[src/mtx_cfg.svh]
// register offsets, field positions, reset values and timing counts
`ifndef MTX_CFG_SVH
`define MTX_CFG_SVH
// device register offsets
`define MTX_CTRL_OFS 12'h200
`define MTX_BASE_OFS 12'h208
`define MTX_LAST_OFS 12'h210
`define MTX_HEAD_OFS 12'h220
`define MTX_TAIL_OFS 12'h228
// control fields
`define MTX_EN_BIT 0
`define MTX_RB_BIT 1
`define MTX_RF_BIT 2
`define MTX_REG_RST 32'h0000_0000
// packet header line: payload line count in the low bits
`define MTX_HDR_LEN_W 16
// controller own register offsets
`define FW_CMD_OFS 8'h00
`define FW_BASE_OFS 8'h04
`define FW_LAST_OFS 8'h08
`define FW_DATA_OFS 8'h0C
`define FW_PUSH_OFS 8'h10
`define FW_STAT_OFS 8'h14
`define FW_WPTR_OFS 8'h18
// controller order codes
`define FW_CMD_ENABLE 32'h0000_0001
`define FW_CMD_RESET 32'h0000_0002
`define FW_CMD_COMMIT 32'h0000_0003
// timing
`define MTX_CLK_HZ 50000000
`define MTX_HOLD_MS 2
`define MTX_HOLD_CYC ((`MTX_HOLD_MS * `MTX_CLK_HZ) / 1000)
`endif

[src/mtx_pkg.sv]
// shared types and pointer arithmetic of the transmit ring
package mtx_pkg;
  typedef logic [27:0] line_t;
  typedef enum logic [1:0] {D_IDLE, D_HDR, D_SEND} dev_st_t;
  typedef enum logic [2:0] {F_IDLE, F_RST1, F_RST2, F_RST3} fw_st_t;

  // step one memory line, wrapping from the last line to the base
  function automatic line_t next_line(line_t p, line_t base, line_t last);
    return (p == last) ? base : line_t'(p + 28'h1);
  endfunction
endpackage

[src/mtx_if.sv]
// register and buffer-memory link between firmware end and ring device
`timescale 1ns/1ps
interface mtx_if #(parameter int LINE_W = 128) ();
  logic [11:0]       reg_addr;
  logic [31:0]       reg_wdata;
  logic              reg_wr;
  logic              reg_rd;
  logic [31:0]       reg_rdata;
  logic              mem_wr;
  logic [31:0]       mem_addr;
  logic [LINE_W-1:0] mem_wdata;

  modport dev (
    input  reg_addr,
    input  reg_wdata,
    input  reg_wr,
    input  reg_rd,
    output reg_rdata,
    input  mem_wr,
    input  mem_addr,
    input  mem_wdata
  );
  modport fw (
    output reg_addr,
    output reg_wdata,
    output reg_wr,
    output reg_rd,
    input  reg_rdata,
    output mem_wr,
    output mem_addr,
    output mem_wdata
  );
endinterface

[src/mtx_fw_end.sv]
// firmware end: fills the ring, commits packets, sequences resets
`timescale 1ns/1ps
`include "mtx_cfg.svh"
module mtx_fw_end #(
  parameter int LINE_W   = 128,
  parameter int HOLD_CYC = `MTX_HOLD_CYC
) (
  input  wire logic        CLK_I,
  input  wire logic        RST_I,
  input  wire logic [7:0]  ADDR_I,
  input  wire logic [31:0] WDATA_I,
  input  wire logic        WR_I,
  input  wire logic        RD_I,
  output logic [31:0]      RDATA_O,
  mtx_if.fw                bus
);
  localparam int HW = $clog2(HOLD_CYC + 1);

  // ----------------------------------------------------------------
  // parameter checks
  // ----------------------------------------------------------------
  if (LINE_W < 64 || (LINE_W % 32) != 0) begin : g_bad_width
    $error("line width must be a multiple of 32 of at least 64");
  end
  if (HOLD_CYC < 1) begin : g_bad_hold
    $error("hold-off count must be at least one");
  end

  typedef struct packed {
    mtx_pkg::fw_st_t   st;
    logic              en;
    mtx_pkg::line_t    base;
    logic [25:0]       last;
    mtx_pkg::line_t    wp;
    mtx_pkg::line_t    tail;
    logic [LINE_W-1:0] stage;
    logic [HW-1:0]     hold;
    logic              refused;
    logic [1:0]        poll;
    logic [11:0]       reg_addr;
    logic [31:0]       reg_wdata;
    logic              reg_wr;
    logic              reg_rd;
    logic              mem_wr;
    logic [31:0]       mem_addr;
    logic [LINE_W-1:0] mem_wdata;
    logic [31:0]       rdata;
  } fw_state_t;

  fw_state_t      s_r;
  fw_state_t      s_nxt;
  mtx_pkg::line_t wp_next;
  logic           addr_lock;

  // ----------------------------------------------------------------
  // next-state logic
  // ----------------------------------------------------------------
  always_comb begin
    s_nxt        = s_r;
    s_nxt.reg_wr = 1'b0;
    s_nxt.reg_rd = 1'b0;
    s_nxt.mem_wr = 1'b0;
    s_nxt.rdata  = 32'h0000_0000;
    wp_next      = mtx_pkg::next_line(s_r.wp, s_r.base, {s_r.last, 2'h3});
    addr_lock    = s_r.en || (s_r.hold != '0);
    if (s_r.hold != '0) begin
      s_nxt.hold = s_r.hold - HW'(1);
    end
    // a status read clears the sticky refusal; a refusal in the same cycle wins
    if (RD_I && (ADDR_I == `FW_STAT_OFS)) begin
      s_nxt.refused = 1'b0;
    end

    case (s_r.st)
      mtx_pkg::F_IDLE: begin
        if (WR_I) begin
          case (ADDR_I)
            `FW_BASE_OFS: begin
              if (addr_lock) begin
                s_nxt.refused = 1'b1;
              end else begin
                s_nxt.base      = WDATA_I[31:4];
                s_nxt.wp        = WDATA_I[31:4];
                s_nxt.tail      = WDATA_I[31:4];
                s_nxt.reg_wr    = 1'b1;
                s_nxt.reg_addr  = `MTX_BASE_OFS;
                s_nxt.reg_wdata = {WDATA_I[31:4], 4'h0};
              end
            end
            `FW_LAST_OFS: begin
              if (addr_lock) begin
                s_nxt.refused = 1'b1;
              end else begin
                s_nxt.last      = WDATA_I[31:6];
                s_nxt.reg_wr    = 1'b1;
                s_nxt.reg_addr  = `MTX_LAST_OFS;
                s_nxt.reg_wdata = {WDATA_I[31:6], 6'h00};
              end
            end
            `FW_DATA_OFS: begin
              s_nxt.stage = {s_r.stage[LINE_W-33:0], WDATA_I};
            end
            `FW_PUSH_OFS: begin
              if (wp_next == s_r.tail) begin
                s_nxt.refused = 1'b1;
              end else begin
                s_nxt.mem_wr    = 1'b1;
                s_nxt.mem_addr  = {s_r.wp, 4'h0};
                s_nxt.mem_wdata = s_r.stage;
                s_nxt.wp        = wp_next;
              end
            end
            `FW_CMD_OFS: begin
              case (WDATA_I)
                `FW_CMD_ENABLE: begin
                  s_nxt.en        = 1'b1;
                  s_nxt.reg_wr    = 1'b1;
                  s_nxt.reg_addr  = `MTX_CTRL_OFS;
                  s_nxt.reg_wdata = 32'h0000_0001;
                end
                `FW_CMD_RESET: begin
                  s_nxt.st = mtx_pkg::F_RST1;
                end
                `FW_CMD_COMMIT: begin
                  // the head moves to the write pointer, over every line pushed so far
                  s_nxt.reg_wr    = 1'b1;
                  s_nxt.reg_addr  = `MTX_HEAD_OFS;
                  s_nxt.reg_wdata = {s_r.wp, 4'h0};
                end
                default: begin
                  s_nxt.refused = 1'b1;
                end
              endcase
            end
            default: begin
              // other offsets ignore writes
            end
          endcase
        end
      end
      mtx_pkg::F_RST1: begin
        // abort first, enable still as it was
        s_nxt.reg_wr    = 1'b1;
        s_nxt.reg_addr  = `MTX_CTRL_OFS;
        s_nxt.reg_wdata = {29'h0000_0000, 1'b0, 1'b1, s_r.en};
        s_nxt.st        = mtx_pkg::F_RST2;
      end
      mtx_pkg::F_RST2: begin
        s_nxt.en        = 1'b0;
        s_nxt.reg_wr    = 1'b1;
        s_nxt.reg_addr  = `MTX_CTRL_OFS;
        s_nxt.reg_wdata = 32'h0000_0000;
        s_nxt.st        = mtx_pkg::F_RST3;
      end
      mtx_pkg::F_RST3: begin
        s_nxt.reg_wr    = 1'b1;
        s_nxt.reg_addr  = `MTX_CTRL_OFS;
        s_nxt.reg_wdata = 32'h0000_0006;
        s_nxt.wp        = s_r.base;
        s_nxt.tail      = s_r.base;
        s_nxt.hold      = HW'(HOLD_CYC);
        s_nxt.st        = mtx_pkg::F_IDLE;
      end
      default: begin
        s_nxt.st = mtx_pkg::F_IDLE;
      end
    endcase
    if (WR_I && s_r.st != mtx_pkg::F_IDLE) begin
      s_nxt.refused = 1'b1;
    end

    // tail poll: strobe, wait, capture; skipped when a write holds the bus
    case (s_r.poll)
      2'h0: begin
        if (!s_nxt.reg_wr) begin
          s_nxt.reg_rd   = 1'b1;
          s_nxt.reg_addr = `MTX_TAIL_OFS;
          s_nxt.poll     = 2'h1;
        end
      end
      2'h1: s_nxt.poll = 2'h2;
      default: begin
        s_nxt.tail = bus.reg_rdata[31:4];
        s_nxt.poll = 2'h0;
      end
    endcase

    // software reads
    if (RD_I) begin
      case (ADDR_I)
        `FW_STAT_OFS: begin
          s_nxt.rdata = {28'h0000000, s_r.hold != '0, s_r.st != mtx_pkg::F_IDLE,
                         s_r.refused, s_r.en};
        end
        `FW_WPTR_OFS: s_nxt.rdata = {s_r.wp, 4'h0};
        `FW_BASE_OFS: s_nxt.rdata = {s_r.base, 4'h0};
        `FW_LAST_OFS: s_nxt.rdata = {s_r.last, 6'h00};
        default:      s_nxt.rdata = 32'h0000_0000;
      endcase
    end
  end

  // ----------------------------------------------------------------
  // state register
  // ----------------------------------------------------------------
  always_ff @(posedge CLK_I or posedge RST_I) begin
    if (RST_I) begin
      s_r      <= '0;
      s_r.st   <= mtx_pkg::F_IDLE;
      s_r.hold <= HW'(HOLD_CYC);
    end else begin
      s_r <= s_nxt;
    end
  end

  assign RDATA_O       = s_r.rdata;
  assign bus.reg_addr  = s_r.reg_addr;
  assign bus.reg_wdata = s_r.reg_wdata;
  assign bus.reg_wr    = s_r.reg_wr;
  assign bus.reg_rd    = s_r.reg_rd;
  assign bus.mem_wr    = s_r.mem_wr;
  assign bus.mem_addr  = s_r.mem_addr;
  assign bus.mem_wdata = s_r.mem_wdata;
endmodule // mtx_fw_end

[src/flat_wrapper.sv]
// flat-port wrapper written by rule: the top's interface ports become plain ports
module mtx_fw_end_flat 
#(
  parameter int LINE_W   = 128,
  parameter int HOLD_CYC = `MTX_HOLD_CYC
)
  (CLK_I, RST_I, ADDR_I, WDATA_I, WR_I, RD_I, RDATA_O, bus_reg_addr, bus_reg_wdata, bus_reg_wr, bus_reg_rd, bus_reg_rdata, bus_mem_wr, bus_mem_addr, bus_mem_wdata);
  mtx_if #(.LINE_W(LINE_W)) bus_i ();
  input  wire logic CLK_I;
  input  wire logic RST_I;
  input  wire logic [7:0] ADDR_I;
  input  wire logic [31:0] WDATA_I;
  input  wire logic WR_I;
  input  wire logic RD_I;
  output logic [31:0] RDATA_O;
  output wire logic [$bits(bus_i.reg_addr)-1:0] bus_reg_addr;
  output wire logic [$bits(bus_i.reg_wdata)-1:0] bus_reg_wdata;
  output wire logic [$bits(bus_i.reg_wr)-1:0] bus_reg_wr;
  output wire logic [$bits(bus_i.reg_rd)-1:0] bus_reg_rd;
  input wire logic [$bits(bus_i.reg_rdata)-1:0] bus_reg_rdata;
  output wire logic [$bits(bus_i.mem_wr)-1:0] bus_mem_wr;
  output wire logic [$bits(bus_i.mem_addr)-1:0] bus_mem_addr;
  output wire logic [$bits(bus_i.mem_wdata)-1:0] bus_mem_wdata;
  assign bus_reg_addr = bus_i.reg_addr;
  assign bus_reg_wdata = bus_i.reg_wdata;
  assign bus_reg_wr = bus_i.reg_wr;
  assign bus_reg_rd = bus_i.reg_rd;
  assign bus_i.reg_rdata = bus_reg_rdata;
  assign bus_mem_wr = bus_i.mem_wr;
  assign bus_mem_addr = bus_i.mem_addr;
  assign bus_mem_wdata = bus_i.mem_wdata;
  mtx_fw_end #(.LINE_W(LINE_W), .HOLD_CYC(HOLD_CYC)) u_core (.CLK_I(CLK_I), .RST_I(RST_I), .ADDR_I(ADDR_I), .WDATA_I(WDATA_I), .WR_I(WR_I), .RD_I(RD_I), .RDATA_O(RDATA_O), .bus(bus_i));
endmodule
[config.mk]
export PLATFORM = sky130hd
export DESIGN_NAME = mtx_fw_end_flat
export DESIGN_NICKNAME = d
export VERILOG_FILES = /design/src/mtx_pkg.sv /design/src/mtx_if.sv /design/src/mtx_fw_end.sv /design/src/flat_wrapper.sv
export VERILOG_INCLUDE_DIRS = /design/src /design/src/src
export SDC_FILE = /design/constraint.sdc
export NUM_CORES = 1
export LEC_CHECK = 0
export ABC_AREA = 1
export BUFFER_PORTS_ARGS = -buffer_cell sky130_fd_sc_hd__buf_2
export CORE_MARGIN = 2
export CORE_UTILIZATION = 45
export DETAILED_ROUTE_END_ITERATION = 10
export GPL_TIMING_DRIVEN = 0
export PLACE_DENSITY_LB_ADDON = 0.3
export SYNTH_ARGS = -nofsm -noshare
export SYNTH_HDL_FRONTEND = slang
export SYNTH_SLANG_ARGS = --single-unit
[constraint.sdc]
create_clock -name CLK_I -period 20.1 [get_ports CLK_I]
set_input_delay 5.025 -clock CLK_I [delete_from_list [all_inputs] [get_ports CLK_I]]
set_output_delay 5.025 -clock CLK_I [all_outputs]
set_load 0.05 [all_outputs]
==> results.toml <==
[status]
status = "complete, no violations"

[power]
intPower_uw = 1705
switching_share_pct = 27.57
clock_power_share_pct = 44.1
ir_worst_vdd_uv = 72.17
p_seq_share_pct = 44.5
p_leak_uw = 0.01559
share_comb_of_total_power_pct = 11.4
p_switching_uw = 648.9
power_density_mw_per_mm2 = 80.71

[floorplanning]
fp.dieW_microns = 238.6
die-area_sq_mm = 0.05695
design.core.area_sq_mm = 0.05413
boundaryPins = 315
die_y_microns = 238.6
core.rowCount = 85
start_util_pct = 45.76

[worst_hold_path]
whs_path_depth = 2
hold_path.startpoint = "u_core.s_r[358]"
holdCritPathClass = "register to register"

[route]
vias_per_cell = 5.162
num_vias = 21600
drt-wirelength-per-cell_microns = 19.27
drt-total-wl_microns = 80640
first_iter_violations = 1845
drtAntennaViolNets = 0
dr.pass1.iters = 6
remaining_drc_errors = 0

[synthesis]
synthArstFlopShare_pct = 100.0
ys.flop_type = "dfrtp_1"
yosysUniqueCellTypes = 46
synth_warnings = 0
avgSynthCellArea_sq_um = 8.046
netlist_instances = 3079
ys_seq_area_share_pct = 50.03
synth_area_sq_mm = 0.02477
ys_ff_latch = 495
synth_edf_count = 0

[cts]
cts.htree.levels = 2
clock_sinks = 495
cts-root-buf = "clkbuf_16"
numCtsBuffers = 53
clk_pin_slew_ns = 0.06
cts_tree = "done"
cts-hold-fix-buffers = 0
clk_latency_ns = 0.64
cts_setup_buffers = 0
clk_path_buf_depth = 3
cts_resized = 0

[layout]
drive_above_1_share_pct = 20.84
nets = 3531
fillCellCount = 5183
stdcell_area_sq_mm = 0.02916
syn_to_final_growth_pct = 17.71

[critical_path]
r2r-start = "u_core.s_r[415]"
reg2reg_depth = 22
criticalPathCategory = "primary input to register"
startpoint_type = "primary input"
cp.required_ns = 20.67
crit_path_max_fanout = 10
worstPathArrival_ns = 8.88
critPathLaunch = "ADDR_I[5]"
end_kind = "register"

[place]
place.detailed.hpwl_microns = 62960
io_buffers = 305
placed_area_sq_mm = 0.02730
pre_cts_ws_ns = 11.31
gp_congestion = 0.9922

[run]
max_cap_viol_count = 0

[sta]
fin_crit_sh_pct = 41.36
timing.fmax_ghz = 0.1203
drv_slew = 0
worstMarginPinSlew_ns = 1.198
final.min_clock_period_ns = 8.313
setup_viol = 0
rsz0062_at_grt = "false"
hold_viol_final = 0
setup_ws_ns = 11.79
relSlewSlack_pct = 19.87
fin_skew_ns = 0.02245

[grt]
top_usage_layer = "met2"
use_met2_pct = 46.39
grt_overflow = 0
met1_usage_pct = 36.72
track_usage_pct = 28.19
grtUsageMet3_pct = 5.185
grt_pass1_wl_microns = 122100
grt_pass1_vias = 20960
antenna_found_initial = 3
grt_max_degree = 117
-- Yosys cell counts (3+ instances only) --
library cell,number,area (sq um)
nand2_1,907,3405
xor2_1,19,166.4
clkbuf_1,90,337.8
inv_1,339,1272
a31oi_1,21,131.4
o211ai_1,19,142.6
nand4_1,42,262.8
a21boi_0,10,75.07
ha_1,8,100.1
nor3_1,16,80.08
inv_2,26,97.59
buf_2,27,135.1
a32o_1,12,120.1
o21ai_1,58,290.3
nor4_1,3,18.77
a22o_1,26,227.7
o31ai_1,3,22.52
a21oi_1,47,235.2
o221ai_1,16,140.1
o21ai_0,296,1481
o22ai_1,44,275.3
clkinv_1,7,26.28
nand3_1,72,360.4
o21ai_2,12,105.1
buf_4,237,1779
nor2_1,182,683.2
buf_1,5,18.77
buf_6,14,157.7
dfrtp_1,489,12240
dfstp_2,6,157.7
nand3b_1,8,60.06
-- layer usage --
layer	up-vias	part of all wire (%)
li1	10330	-
met1	10200	41
met4	0	4.2
met5	-	0
met3	176	8.4
met2	899	47
-- power by group through the flow --
stage / Combinational (uW) / Sequential, uW / Clock, uW
after global placement: 259 / 1070 / 0
after floorplan: 178 / 1060 / 0
after CTS: 264 / 1050 / 1050
final: 267 / 1050 / 1040
after detailed placement: 263 / 1060 / 0
after global routing: 296 / 1050 / 1090
-- critical path, stage by stage --
cell and delay (ns):
buf_2 0.10, nor3_1 0.32, nand2_1 0.15, nor2_1 0.93
inv_1 0.56, nor2_1 0.60, clkbuf_1 0.55, nor2_1 0.10
a31oi_1 0.29, nand4_1 0.15, nand2_1 0.10
-- cells by family (layout without fill, tap and decap cells) --
kind of cell,count (synthesis),count (layout),share of synthesized area [%]
xor+xnor,21,21,0.7424
fa+ha+maj,8,8,0.4041
simple gates,1237,1237,19.93
buf+inv,746,1151,15.50
other cells,1,6,0.01514
flops,495,495,50.03
mux,2,2,0.09090
compound gates,569,569,13.28
-- stage by stage --
| stage | util (%) | std cells | setup TNS (ns) | hold slack, ns | total power [uW] |
|---|---|---|---|---|---|
| 2_1_floorplan | - | 3083 | 0 | 0.4422 | 1235 |
| 3_3_place_gp | 50.22 | 4084 | -2088.44 | 0.4499 | 1324 |
| 3_5_place_dp | 50.44 | 4088 | 0 | 0.4537 | 1326 |
| 4_1_cts | 53.86 | 4184 | 0 | 0.4624 | 2359 |
| 5_1_grt | 53.87 | 4185 | 0 | 0.4885 | 2434 |
| 6_report | 53.87 | 4185 | 0 | 0.4620 | 2354 |
-- sequential cells by signal, indices dropped and copies added, names as in the netlist --
name and flops:
u_core.s_r 261, u_core.bus.mem_wdata 128, u_core.RDATA_O 32, u_core.bus.reg_wdata 31
u_core.bus.mem_addr 28, u_core.bus.reg_addr 12, u_core.bus.mem_wr 1, u_core.bus.reg_rd 1
u_core.bus.reg_wr 1
-- layout make-up --
cell class / instances / area [sq um] / share of cell area (%)
repair buffers: 309 / 1637 / 5.612
clock inverters: 20 / 321.6 / 1.103
diodes: 1 / 2.502 / 0.008581
flip-flops and latches: 495 / 12390 / 42.50
clock buffers: 76 / 1533 / 5.256
inverters: 372 / 1404 / 4.814
multi-input cells: 1842 / 8554 / 29.34
plain buffers: 374 / 2444 / 8.380
well taps: 696 / 870.8 / 2.986
-- cell usage in the layout (no fill, tap or decap), types with 9 or more instances in the layout --
cell       count
nand2_1      907
nor2_1       182
clkbuf_1     101
nand4_1       42
o21ai_2       12
o211ai_1      19
nand3_1       72
clkbuf_8      12
xor2_1        19
buf_4        237
a21oi_1       47
clkinv_2       9
o221ai_1      16
a31oi_1       21
a32o_1        12
o21ai_0      296
a21boi_0      10
buf_6         14
dfrtp_1      489
nor3_1        16
a22o_1        26
inv_1        338
inv_2         26
buf_2        332
clkbuf_16     53
o21ai_1       58
o22ai_1       44
-- path summary, 6_finish.rpt --
path	endpoint	slack, ns
worst min register to register	u_core.bus.mem_wdata[99]	0.46
worst max-delay path	u_core.s_r[427]	11.79
worst min-delay path	u_core.bus.mem_wdata[99]	0.46
max in group asynchronous	u_core.RDATA_O[22]	14.09
min in group asynchronous	u_core.bus.mem_wdata[108]	4.45
worst max register to register	u_core.bus.mem_wdata[95]	16.08
Power figures use the tool's default switching activity.
